## config.mk

```make
export PLATFORM = sky130hd
export DESIGN_NAME = bcr_relay
export DESIGN_NICKNAME = d
export VERILOG_FILES = /design/src/verilog/bcr_pkg.sv /design/src/verilog/bcr_min_cap.sv /design/src/verilog/bcr_relay.sv
export VERILOG_INCLUDE_DIRS = /design/src /design/src/verilog
export SDC_FILE = /design/constraint.sdc
export NUM_CORES = 2
export LEC_CHECK = 0
export BUFFER_PORTS_ARGS = -buffer_cell sky130_fd_sc_hd__buf_2
export CAP_MARGIN = 5
export CORE_AREA = 10 10 512 514
export CTS_BUF_LIST = sky130_fd_sc_hd__clkbuf_4
export CTS_CLUSTER_SIZE = 40
export DETAILED_ROUTE_END_ITERATION = 16
export DIE_AREA = 0 0 522 524
export PLACE_DENSITY = 0.7
export SLEW_MARGIN = 20
export SYNTH_ARGS = -nofsm -noshare
export SYNTH_HDL_FRONTEND = slang
export SYNTH_SLANG_ARGS = --single-unit
```

## constraint.sdc

```tcl
create_clock -name CLK -period 3.55 [get_ports CLK]
set_clock_uncertainty 0.2 [all_clocks]
set_input_delay 0.5325 -clock CLK [delete_from_list [all_inputs] [get_ports CLK]]
set_output_delay 0.5325 -clock CLK [all_outputs]
set_load 0.01 [all_outputs]
```

## src/verilog/bcr_defs.svh

```systemverilog
// constants for the branch capability relay
// assumes inclusion by bare name from bcr_pkg and design files
`ifndef BCR_DEFS_SVH
`define BCR_DEFS_SVH
`define BCR_AW 20
`define BCR_VEND_LO 20'h00300
`define BCR_VEND_HI 20'h003FF
`define BCR_CAP_RATE_ADR 20'h00001
`define BCR_CAP_LANE_ADR 20'h00002
`define BCR_CFG_RATE_ADR 20'h00100
`define BCR_CFG_LANE_ADR 20'h00101
`define BCR_LANE_MSK 8'h1F
`define BCR_RATE_162 8'h06
`define BCR_RATE_270 8'h0A
`define BCR_LANE_1 5'h01
`define BCR_LANE_2 5'h02
`define BCR_LANE_4 5'h04
`define BCR_MAX_BURST 5'h10
`define BCR_TXN_US 500
`define BCR_CLK_MHZ 125
`define BCR_TXN_CYC (`BCR_TXN_US * `BCR_CLK_MHZ)
`define BCR_ID_AW 7
`endif

```

## src/verilog/bcr_pkg.sv

```systemverilog
// types for the branch capability relay
// assumes bcr_defs.svh is on the include path
`include "bcr_defs.svh"
package bcr_pkg;
   typedef struct packed {
      logic [`BCR_AW-1:0] adr;
      logic [4:0] len;
      logic wr;
      logic id_space;
   } bcr_req_t;
   typedef struct packed {
      logic [7:0] rate;
      logic [4:0] lanes;
   } bcr_cap_t;
   typedef enum logic [1:0] {
      BCR_ACK,
      BCR_NACK,
      BCR_DEFER
   } bcr_resp_t;
endpackage

```

## src/verilog/bcr_min_cap.sv

```systemverilog
// lesser-of merge of two capability words
// assumes both inputs are legal codes or zero
`timescale 1ns/10ps
`include "bcr_defs.svh"
module bcr_min_cap (
   input wire bcr_pkg::bcr_cap_t a,
   input wire bcr_pkg::bcr_cap_t b,
   output bcr_pkg::bcr_cap_t y
);
   bcr_pkg::bcr_cap_t c;
   always_comb begin
      c.rate = (a.rate < b.rate) ? a.rate : b.rate;
      c.lanes = (a.lanes < b.lanes) ? a.lanes : b.lanes;
      // legal lane counts only; 3 falls back to 2
      if (c.lanes >= `BCR_LANE_4) begin
         c.lanes = `BCR_LANE_4;
      end else if (c.lanes >= `BCR_LANE_2) begin
         c.lanes = `BCR_LANE_2;
      end else begin
         c.lanes = `BCR_LANE_1;
      end
      if (c.rate >= `BCR_RATE_270) begin
         c.rate = `BCR_RATE_270;
      end else begin
         c.rate = `BCR_RATE_162;
      end
      y = c;
   end
endmodule

```

## src/verilog/bcr_relay.sv

```systemverilog
// branch capability relay: answers upstream byte accesses to the link
// configuration data space and identification data of a branch device
// assumes an aux channel decoder presents one request at a time, and a
// downstream agent fills the identification cache and capability word
`timescale 1ns/10ps
`include "bcr_defs.svh"
module bcr_relay #(
   parameter int NPORT = 2,
   parameter int TXN_CYC = `BCR_TXN_CYC
) (
   input wire logic CLK,
   input wire logic RST_B,
   input wire logic CE,
   input wire logic REQ_VALID,
   input wire bcr_pkg::bcr_req_t REQ,
   input wire logic [7:0] WR_DATA,
   input wire logic [NPORT-1:0] DS_PRESENT,
   input wire bcr_pkg::bcr_cap_t OWN_CAP,
   input wire bcr_pkg::bcr_cap_t [NPORT-1:0] DS_CAP,
   input wire logic ID_WE,
   input wire logic [`BCR_ID_AW-1:0] ID_WADR,
   input wire logic [7:0] ID_WDATA,
   output logic RD_VALID,
   output logic [7:0] RD_DATA,
   output logic DONE,
   output bcr_pkg::bcr_resp_t RESP,
   output logic BUSY,
   output bcr_pkg::bcr_cap_t ADV_CAP,
   output bcr_pkg::bcr_cap_t LINK_CFG,
   output logic [$clog2(NPORT)-1:0] DS_SEL
);
   typedef enum logic [1:0] {S_IDLE, S_RUN, S_END} bcr_st_t;
   localparam int IDN = 1 << `BCR_ID_AW;
   localparam int TW = $clog2(TXN_CYC + 1);
   localparam int PW = $clog2(NPORT);

   // ----------------------------------------------------------
   // pin synchronisers and downstream port choice
   // ----------------------------------------------------------
   logic [NPORT-1:0] pres_s1_r, pres_s2_r;
   logic [PW-1:0] sel_nxt, sel_r;
   logic any_r, any_nxt;
   always_comb begin
      sel_nxt = sel_r;
      any_nxt = |pres_s2_r;
      // keep current port while present, else lowest present port
      if (!pres_s2_r[sel_r]) begin
         for (int i = NPORT - 1; i >= 0; i--) begin
            if (pres_s2_r[i]) begin
               sel_nxt = PW'(i);
            end
         end
      end
   end
   always_ff @(posedge CLK) begin
      if (!RST_B) begin
         pres_s1_r <= '0;
         pres_s2_r <= '0;
         sel_r <= '0;
         any_r <= 1'b0;
      end else if (CE) begin
         pres_s1_r <= DS_PRESENT;
         pres_s2_r <= pres_s1_r;
         sel_r <= sel_nxt;
         any_r <= any_nxt;
      end
   end

   // ----------------------------------------------------------
   // capability merge
   // ----------------------------------------------------------
   bcr_pkg::bcr_cap_t merged, adv_nxt, adv_r;
   // one port feeds both identification and capability
   bcr_min_cap u_min (
      .a(OWN_CAP),
      .b(DS_CAP[sel_r]),
      .y(merged)
   );
   always_comb begin
      // no downstream sink: advertise own ability alone
      adv_nxt = any_r ? merged : OWN_CAP;
   end
   always_ff @(posedge CLK) begin
      if (!RST_B) begin
         adv_r <= '{rate: `BCR_RATE_162, lanes: `BCR_LANE_1};
      end else if (CE) begin
         adv_r <= adv_nxt;
      end
   end

   // ----------------------------------------------------------
   // identification cache, filled from the selected downstream sink
   // ----------------------------------------------------------
   logic [7:0] id_mem [IDN];
   always_ff @(posedge CLK) begin
      if (CE && ID_WE) begin
         id_mem[ID_WADR] <= ID_WDATA;
      end
   end

   // ----------------------------------------------------------
   // request engine
   // ----------------------------------------------------------
   bcr_st_t st_r, st_nxt;
   logic [`BCR_AW-1:0] adr_r, adr_nxt;
   logic [4:0] cnt_r, cnt_nxt;
   logic wr_r, wr_nxt, ids_r, ids_nxt;
   logic [TW-1:0] tmr_r, tmr_nxt;
   logic rdv_nxt, rdv_r, done_nxt, done_r;
   logic busy_nxt, busy_r;
   logic [7:0] rdd_nxt, rdd_r;
   bcr_pkg::bcr_resp_t resp_nxt, resp_r;
   bcr_pkg::bcr_cap_t cfg_nxt, cfg_r;
   logic [7:0] vend_r [256];
   logic vend_we;
   logic [7:0] lane_b;

   always_comb begin
      st_nxt = st_r;
      adr_nxt = adr_r;
      cnt_nxt = cnt_r;
      wr_nxt = wr_r;
      ids_nxt = ids_r;
      tmr_nxt = tmr_r;
      rdv_nxt = 1'b0;
      done_nxt = 1'b0;
      rdd_nxt = rdd_r;
      resp_nxt = resp_r;
      cfg_nxt = cfg_r;
      vend_we = 1'b0;
      lane_b = WR_DATA & `BCR_LANE_MSK;
      unique case (st_r)
         S_IDLE: begin
            if (REQ_VALID) begin
               adr_nxt = REQ.adr;
               wr_nxt = REQ.wr;
               ids_nxt = REQ.id_space;
               tmr_nxt = '0;
               // oversize burst is refused outright
               if (REQ.len == 5'h00 || REQ.len > `BCR_MAX_BURST) begin
                  resp_nxt = bcr_pkg::BCR_NACK;
                  st_nxt = S_END;
               end else if (REQ.id_space && !any_r) begin
                  resp_nxt = bcr_pkg::BCR_NACK;
                  st_nxt = S_END;
               end else begin
                  resp_nxt = bcr_pkg::BCR_ACK;
                  cnt_nxt = REQ.len;
                  st_nxt = S_RUN;
               end
            end
         end
         S_RUN: begin
            tmr_nxt = tmr_r + TW'(1);
            if (ids_r) begin
               rdd_nxt = id_mem[adr_r[`BCR_ID_AW-1:0]];
               rdv_nxt = !wr_r;
            end else if (wr_r) begin
               // only legal lane/rate codes take effect
               if (adr_r == `BCR_CFG_RATE_ADR &&
                   (WR_DATA == `BCR_RATE_162 ||
                    WR_DATA == `BCR_RATE_270)) begin
                  cfg_nxt.rate = WR_DATA;
               end
               if (adr_r == `BCR_CFG_LANE_ADR &&
                   (lane_b == 8'(`BCR_LANE_1) ||
                    lane_b == 8'(`BCR_LANE_2) ||
                    lane_b == 8'(`BCR_LANE_4))) begin
                  cfg_nxt.lanes = lane_b[4:0];
               end
               if (adr_r >= `BCR_VEND_LO && adr_r <= `BCR_VEND_HI) begin
                  vend_we = 1'b1;
               end
            end else begin
               rdv_nxt = 1'b1;
               if (adr_r == `BCR_CAP_RATE_ADR) begin
                  rdd_nxt = adv_r.rate;
               end else if (adr_r == `BCR_CAP_LANE_ADR) begin
                  rdd_nxt = 8'(adv_r.lanes);
               end else if (adr_r == `BCR_CFG_RATE_ADR) begin
                  rdd_nxt = cfg_r.rate;
               end else if (adr_r == `BCR_CFG_LANE_ADR) begin
                  rdd_nxt = 8'(cfg_r.lanes);
               end else if (adr_r >= `BCR_VEND_LO &&
                            adr_r <= `BCR_VEND_HI) begin
                  rdd_nxt = vend_r[adr_r[7:0]];
               end else begin
                  rdd_nxt = 8'h00;
               end
            end
            adr_nxt = adr_r + `BCR_AW'(1);
            cnt_nxt = cnt_r - 5'h01;
            if (cnt_r == 5'h01) begin
               st_nxt = S_END;
            end else if (tmr_r >= TW'(TXN_CYC - 1)) begin
               resp_nxt = bcr_pkg::BCR_DEFER;
               st_nxt = S_END;
            end
         end
         S_END: begin
            done_nxt = 1'b1;
            st_nxt = S_IDLE;
         end
         default: st_nxt = S_IDLE;
      endcase
      // kept in a flop so the pin carries no decode glitches
      busy_nxt = (st_nxt != S_IDLE);
   end

   always_ff @(posedge CLK) begin
      if (CE && vend_we) begin
         vend_r[adr_r[7:0]] <= WR_DATA;
      end
   end

   always_ff @(posedge CLK) begin
      if (!RST_B) begin
         st_r <= S_IDLE;
         adr_r <= '0;
         cnt_r <= '0;
         wr_r <= 1'b0;
         ids_r <= 1'b0;
         tmr_r <= '0;
         rdv_r <= 1'b0;
         done_r <= 1'b0;
         rdd_r <= 8'h00;
         resp_r <= bcr_pkg::BCR_ACK;
         busy_r <= 1'b0;
         cfg_r <= '{rate: `BCR_RATE_162, lanes: `BCR_LANE_1};
      end else if (CE) begin
         st_r <= st_nxt;
         adr_r <= adr_nxt;
         cnt_r <= cnt_nxt;
         wr_r <= wr_nxt;
         ids_r <= ids_nxt;
         tmr_r <= tmr_nxt;
         rdv_r <= rdv_nxt;
         done_r <= done_nxt;
         rdd_r <= rdd_nxt;
         resp_r <= resp_nxt;
         busy_r <= busy_nxt;
         cfg_r <= cfg_nxt;
      end
   end

   assign RD_VALID = rdv_r;
   assign RD_DATA = rdd_r;
   assign DONE = done_r;
   assign RESP = resp_r;
   assign BUSY = busy_r;
   assign ADV_CAP = adv_r;
   assign LINK_CFG = cfg_r;
   assign DS_SEL = sel_r;
endmodule
```

==> metrics <==
CP Max Fanout 20; number of synthesis warnings 0; Psw 18.13 mW; Switching Fraction 23.64%; Synth Register Bits 3170; startpoint types flop; total of max-cap violations 0; failing checks setup timing; DR vias between 70000 and 80000; hold crit path type input port to flop; largest net degree at the start of global routing 186; layout cells sized above 1 about a third; drt first pass iters 6; final hold violations 0; Area contributors post-synth edfxtp_1, mux4_2, mux2i_1, dfxtp_1, nor2_1; EDFF count, synth 3072; Mapped Area approximately 130000 um2; Placement Cell Area 135300 um2; Final TNS setup -0.06368 ns; most frequent cells in the layout edfxtp_1, clkbuf_4, buf_4; Place WS -0.5817 ns; final WL 342.3 mm; Final nets 7928; CTS buffer count 779; htree depth 6; commonest non-fill, non-tap cell in the layout edfxtp_1; Yosys top cell area share between 70% and 80%; Initial DRC Count 9510; prevailing post-synth register cell edfxtp_1; asr flop ratio synth 0%; core region area ~250000 um2; post-synthesis sequential area ratio 75.11%; Die Y-Extent 524 um; VDD IR max 378.6 uV; CP top delay family simple AND/OR/NAND/NOR gates; first-pass GRT wire length approximately 500 mm; Die Footprint 273500 um2; P_int 58.58 mW; Port Buffers 135; Sequential Power Share about 54%; gr ovfl total 0; Detailed Place HPWL roughly 210 mm; Vias/cell around 6.1; drt wl/cell 29.21 um; fin util about three fifths; Final Critical Period between 3 and 4 ns; overall global routing resource usage 24.63%; final setup vio count 3; WP data arrival 4.67 ns; CTS Sinks 3170; Detail Route Antenna Nets 0; pwr dens about 520 nW/um2; Die X 522 um; cells after synthesis 6245; Worst path slowest cell nor2b_4; Least-Margin Pin Slew 1.183 ns; DP Cell Count 10170; crit path kind flop to flop; Syn Area/Cell about 20 um2; Final Non-Filler Cells 11720; clock-pin transition on the worst setup and hold timing paths ~0.070 ns; Max transition margin 20.92%; fillers 18040; status finished, violations left; vias in the first global route between 70000 and 80000; Clk Tree Root Cell clkbuf_4; Comb pwr share a little over 8%; Critical Path End Type flop; CP Buf/Inv Count 2; Max Root-Sink Buffers 4; I/O pins roughly 140; worst setup margin -0.04206 ns; Synth area leader edfxtp_1; DRC 0; Syn Nets 6359; Synth cell types 78; CP Data Required Time about 4.6 ns; Design Area, Final 147300 um2; initial antenna violation count 19; crit path cell chain nor2b_4 > buf_12 > a221oi_1 > or3_1 > a31o_2 > nor4_4 > buf_4 > or4_1 > a32oi_1; Max Fclk 0.2784 GHz; Placer Congestion 0.8865; Core Rows ~180; fin crit share 101.2%; CTS tree built; final max-slew violation count 0; Leak 47.63 nW; Initial Utilization 49.94%; Clk pwr share 38.1%; CP peak stage delay 0.58 ns; area growth from synthesis to layout 17.47%; worst-skew pair later-pin latency 1.44 ns; unrepaired setup endpoints after global routing yes
-- sequential cells by signal, indices dropped and copies added, names as in the netlist, named ones only --
| signal | cells |
|---|---|
| pres_s1_r | 2 |
| wr_r | 1 |
| pres_s2_r | 2 |
| ADV_CAP | 13 |
| ids_r | 1 |
| RD_VALID | 1 |
| DS_SEL | 1 |
| LINK_CFG | 13 |
| adr_r | 20 |
| any_r | 1 |
| DONE | 1 |
| id_mem | 1024 |
| st_r | 2 |
| RD_DATA | 8 |
| BUSY | 1 |
| vend_r | 2048 |
| RESP | 2 |
| cnt_r | 5 |
| tmr_r | 16 |
-- path summary, 6_finish.rpt --
check	from	endpoint	slack [ns]	depth (start not counted)
max	flop	RD_DATA[0]	-0.04	9
min	WR_DATA[7]	vend_r[242][7]	0.09	3
max reg2reg	flop	RD_DATA[0]	-0.04	9
min reg2reg	RESP[1]	RESP[1]	0.28	2
-- synthesized netlist by cell type (12+ instances only) --
library cell / number
mux2i_1: 349
nand3_1: 70
mux4_2: 708
buf_1: 27
mux2_2: 13
o211ai_1: 17
nor3_1: 34
nand2_1: 162
o21ai_0: 127
o22ai_1: 18
a221o_1: 26
edfxtp_1: 3072
nand4_1: 20
and3_1: 17
nor2b_1: 57
o31ai_1: 15
nand2b_1: 22
buf_8: 17
buf_4: 37
a21oi_1: 87
or3_1: 12
dfxtp_1: 98
nor2_1: 490
clkbuf_1: 166
nor4_1: 21
a22oi_1: 43
a221oi_1: 108
and2_1: 30
a31oi_1: 25
buf_2: 64
buf_6: 61
mux4_1: 13
ha_1: 18
a211oi_1: 22
inv_1: 20
-- tightest hold or removal path, delay by kind of cell --
family / cells / cell delay [ns]
buffers and inverters: 3 / 0.93
-- cell type report --
type / instances / area (um2) / share of cell area (%)
Timing Repair Buffer: 1161 / 10150 / 6.891
Clock inverter: 227 / 1291 / 0.8763
Multi-Input combinational cell: 2680 / 29110 / 19.76
Clock buffer: 1096 / 8228 / 5.584
Inverter: 22 / 90.09 / 0.06114
Tap cell: 3348 / 4189 / 2.843
Sequential cell: 3170 / 94240 / 63.96
Antenna cell: 18 / 45.04 / 0.03057
-- power by group through the flow --
stage / combinational (mW) / sequential (mW) / clock [mW]
floorplan: 3.19 / 41.9 / 0
finish: 6.25 / 41.2 / 29.3
global route: 6.49 / 41.2 / 31.9
detailed placement: 5.88 / 42.0 / 0
global placement: 5.79 / 42.0 / 0
CTS: 6.13 / 41.2 / 29.8
-- through the flow --
step	hold WS, ns	power, mW
2_1_floorplan	0.2523	45.11
3_3_place_gp	0.2475	47.79
3_5_place_dp	0.2478	47.88
4_1_cts	0.01206	77.10
5_1_grt	0.05959	79.52
6_report	0.08884	76.71
-- cell families after synthesis --
logic type	share of synthesized area, %
XOR/XNOR	0.1047
multiplexers	15.89
AND/OR/NAND/NOR	3.574
buffers and inverters	1.877
adder cells (fa/ha/maj)	0.1796
AO/OA/AOI/OAI	3.270
flip-flops	75.11
-- routing by layer --
layer	part of all wire, %	vias up	GRT usage (%)
li1	-	29530	-
met1	37	36580	32.85
met2	47	4626	38.39
met3	12	763	7.092
met4	4.1	18	10.05
met5	0.040	-	0
-- what timing repair did --
item / 4_1_cts / 5_1_grt
buffers inserted: 3 / 8
pin swaps: 0 / 5
hold endpoints to repair: 3992 / 1
hold buffers: 200 / 1
setup endpoints to repair: 8 / 63
gates resized for setup: 21 / 28
cloned: 0 / 2
No activity file was read; power rests on OpenSTA's default activity.
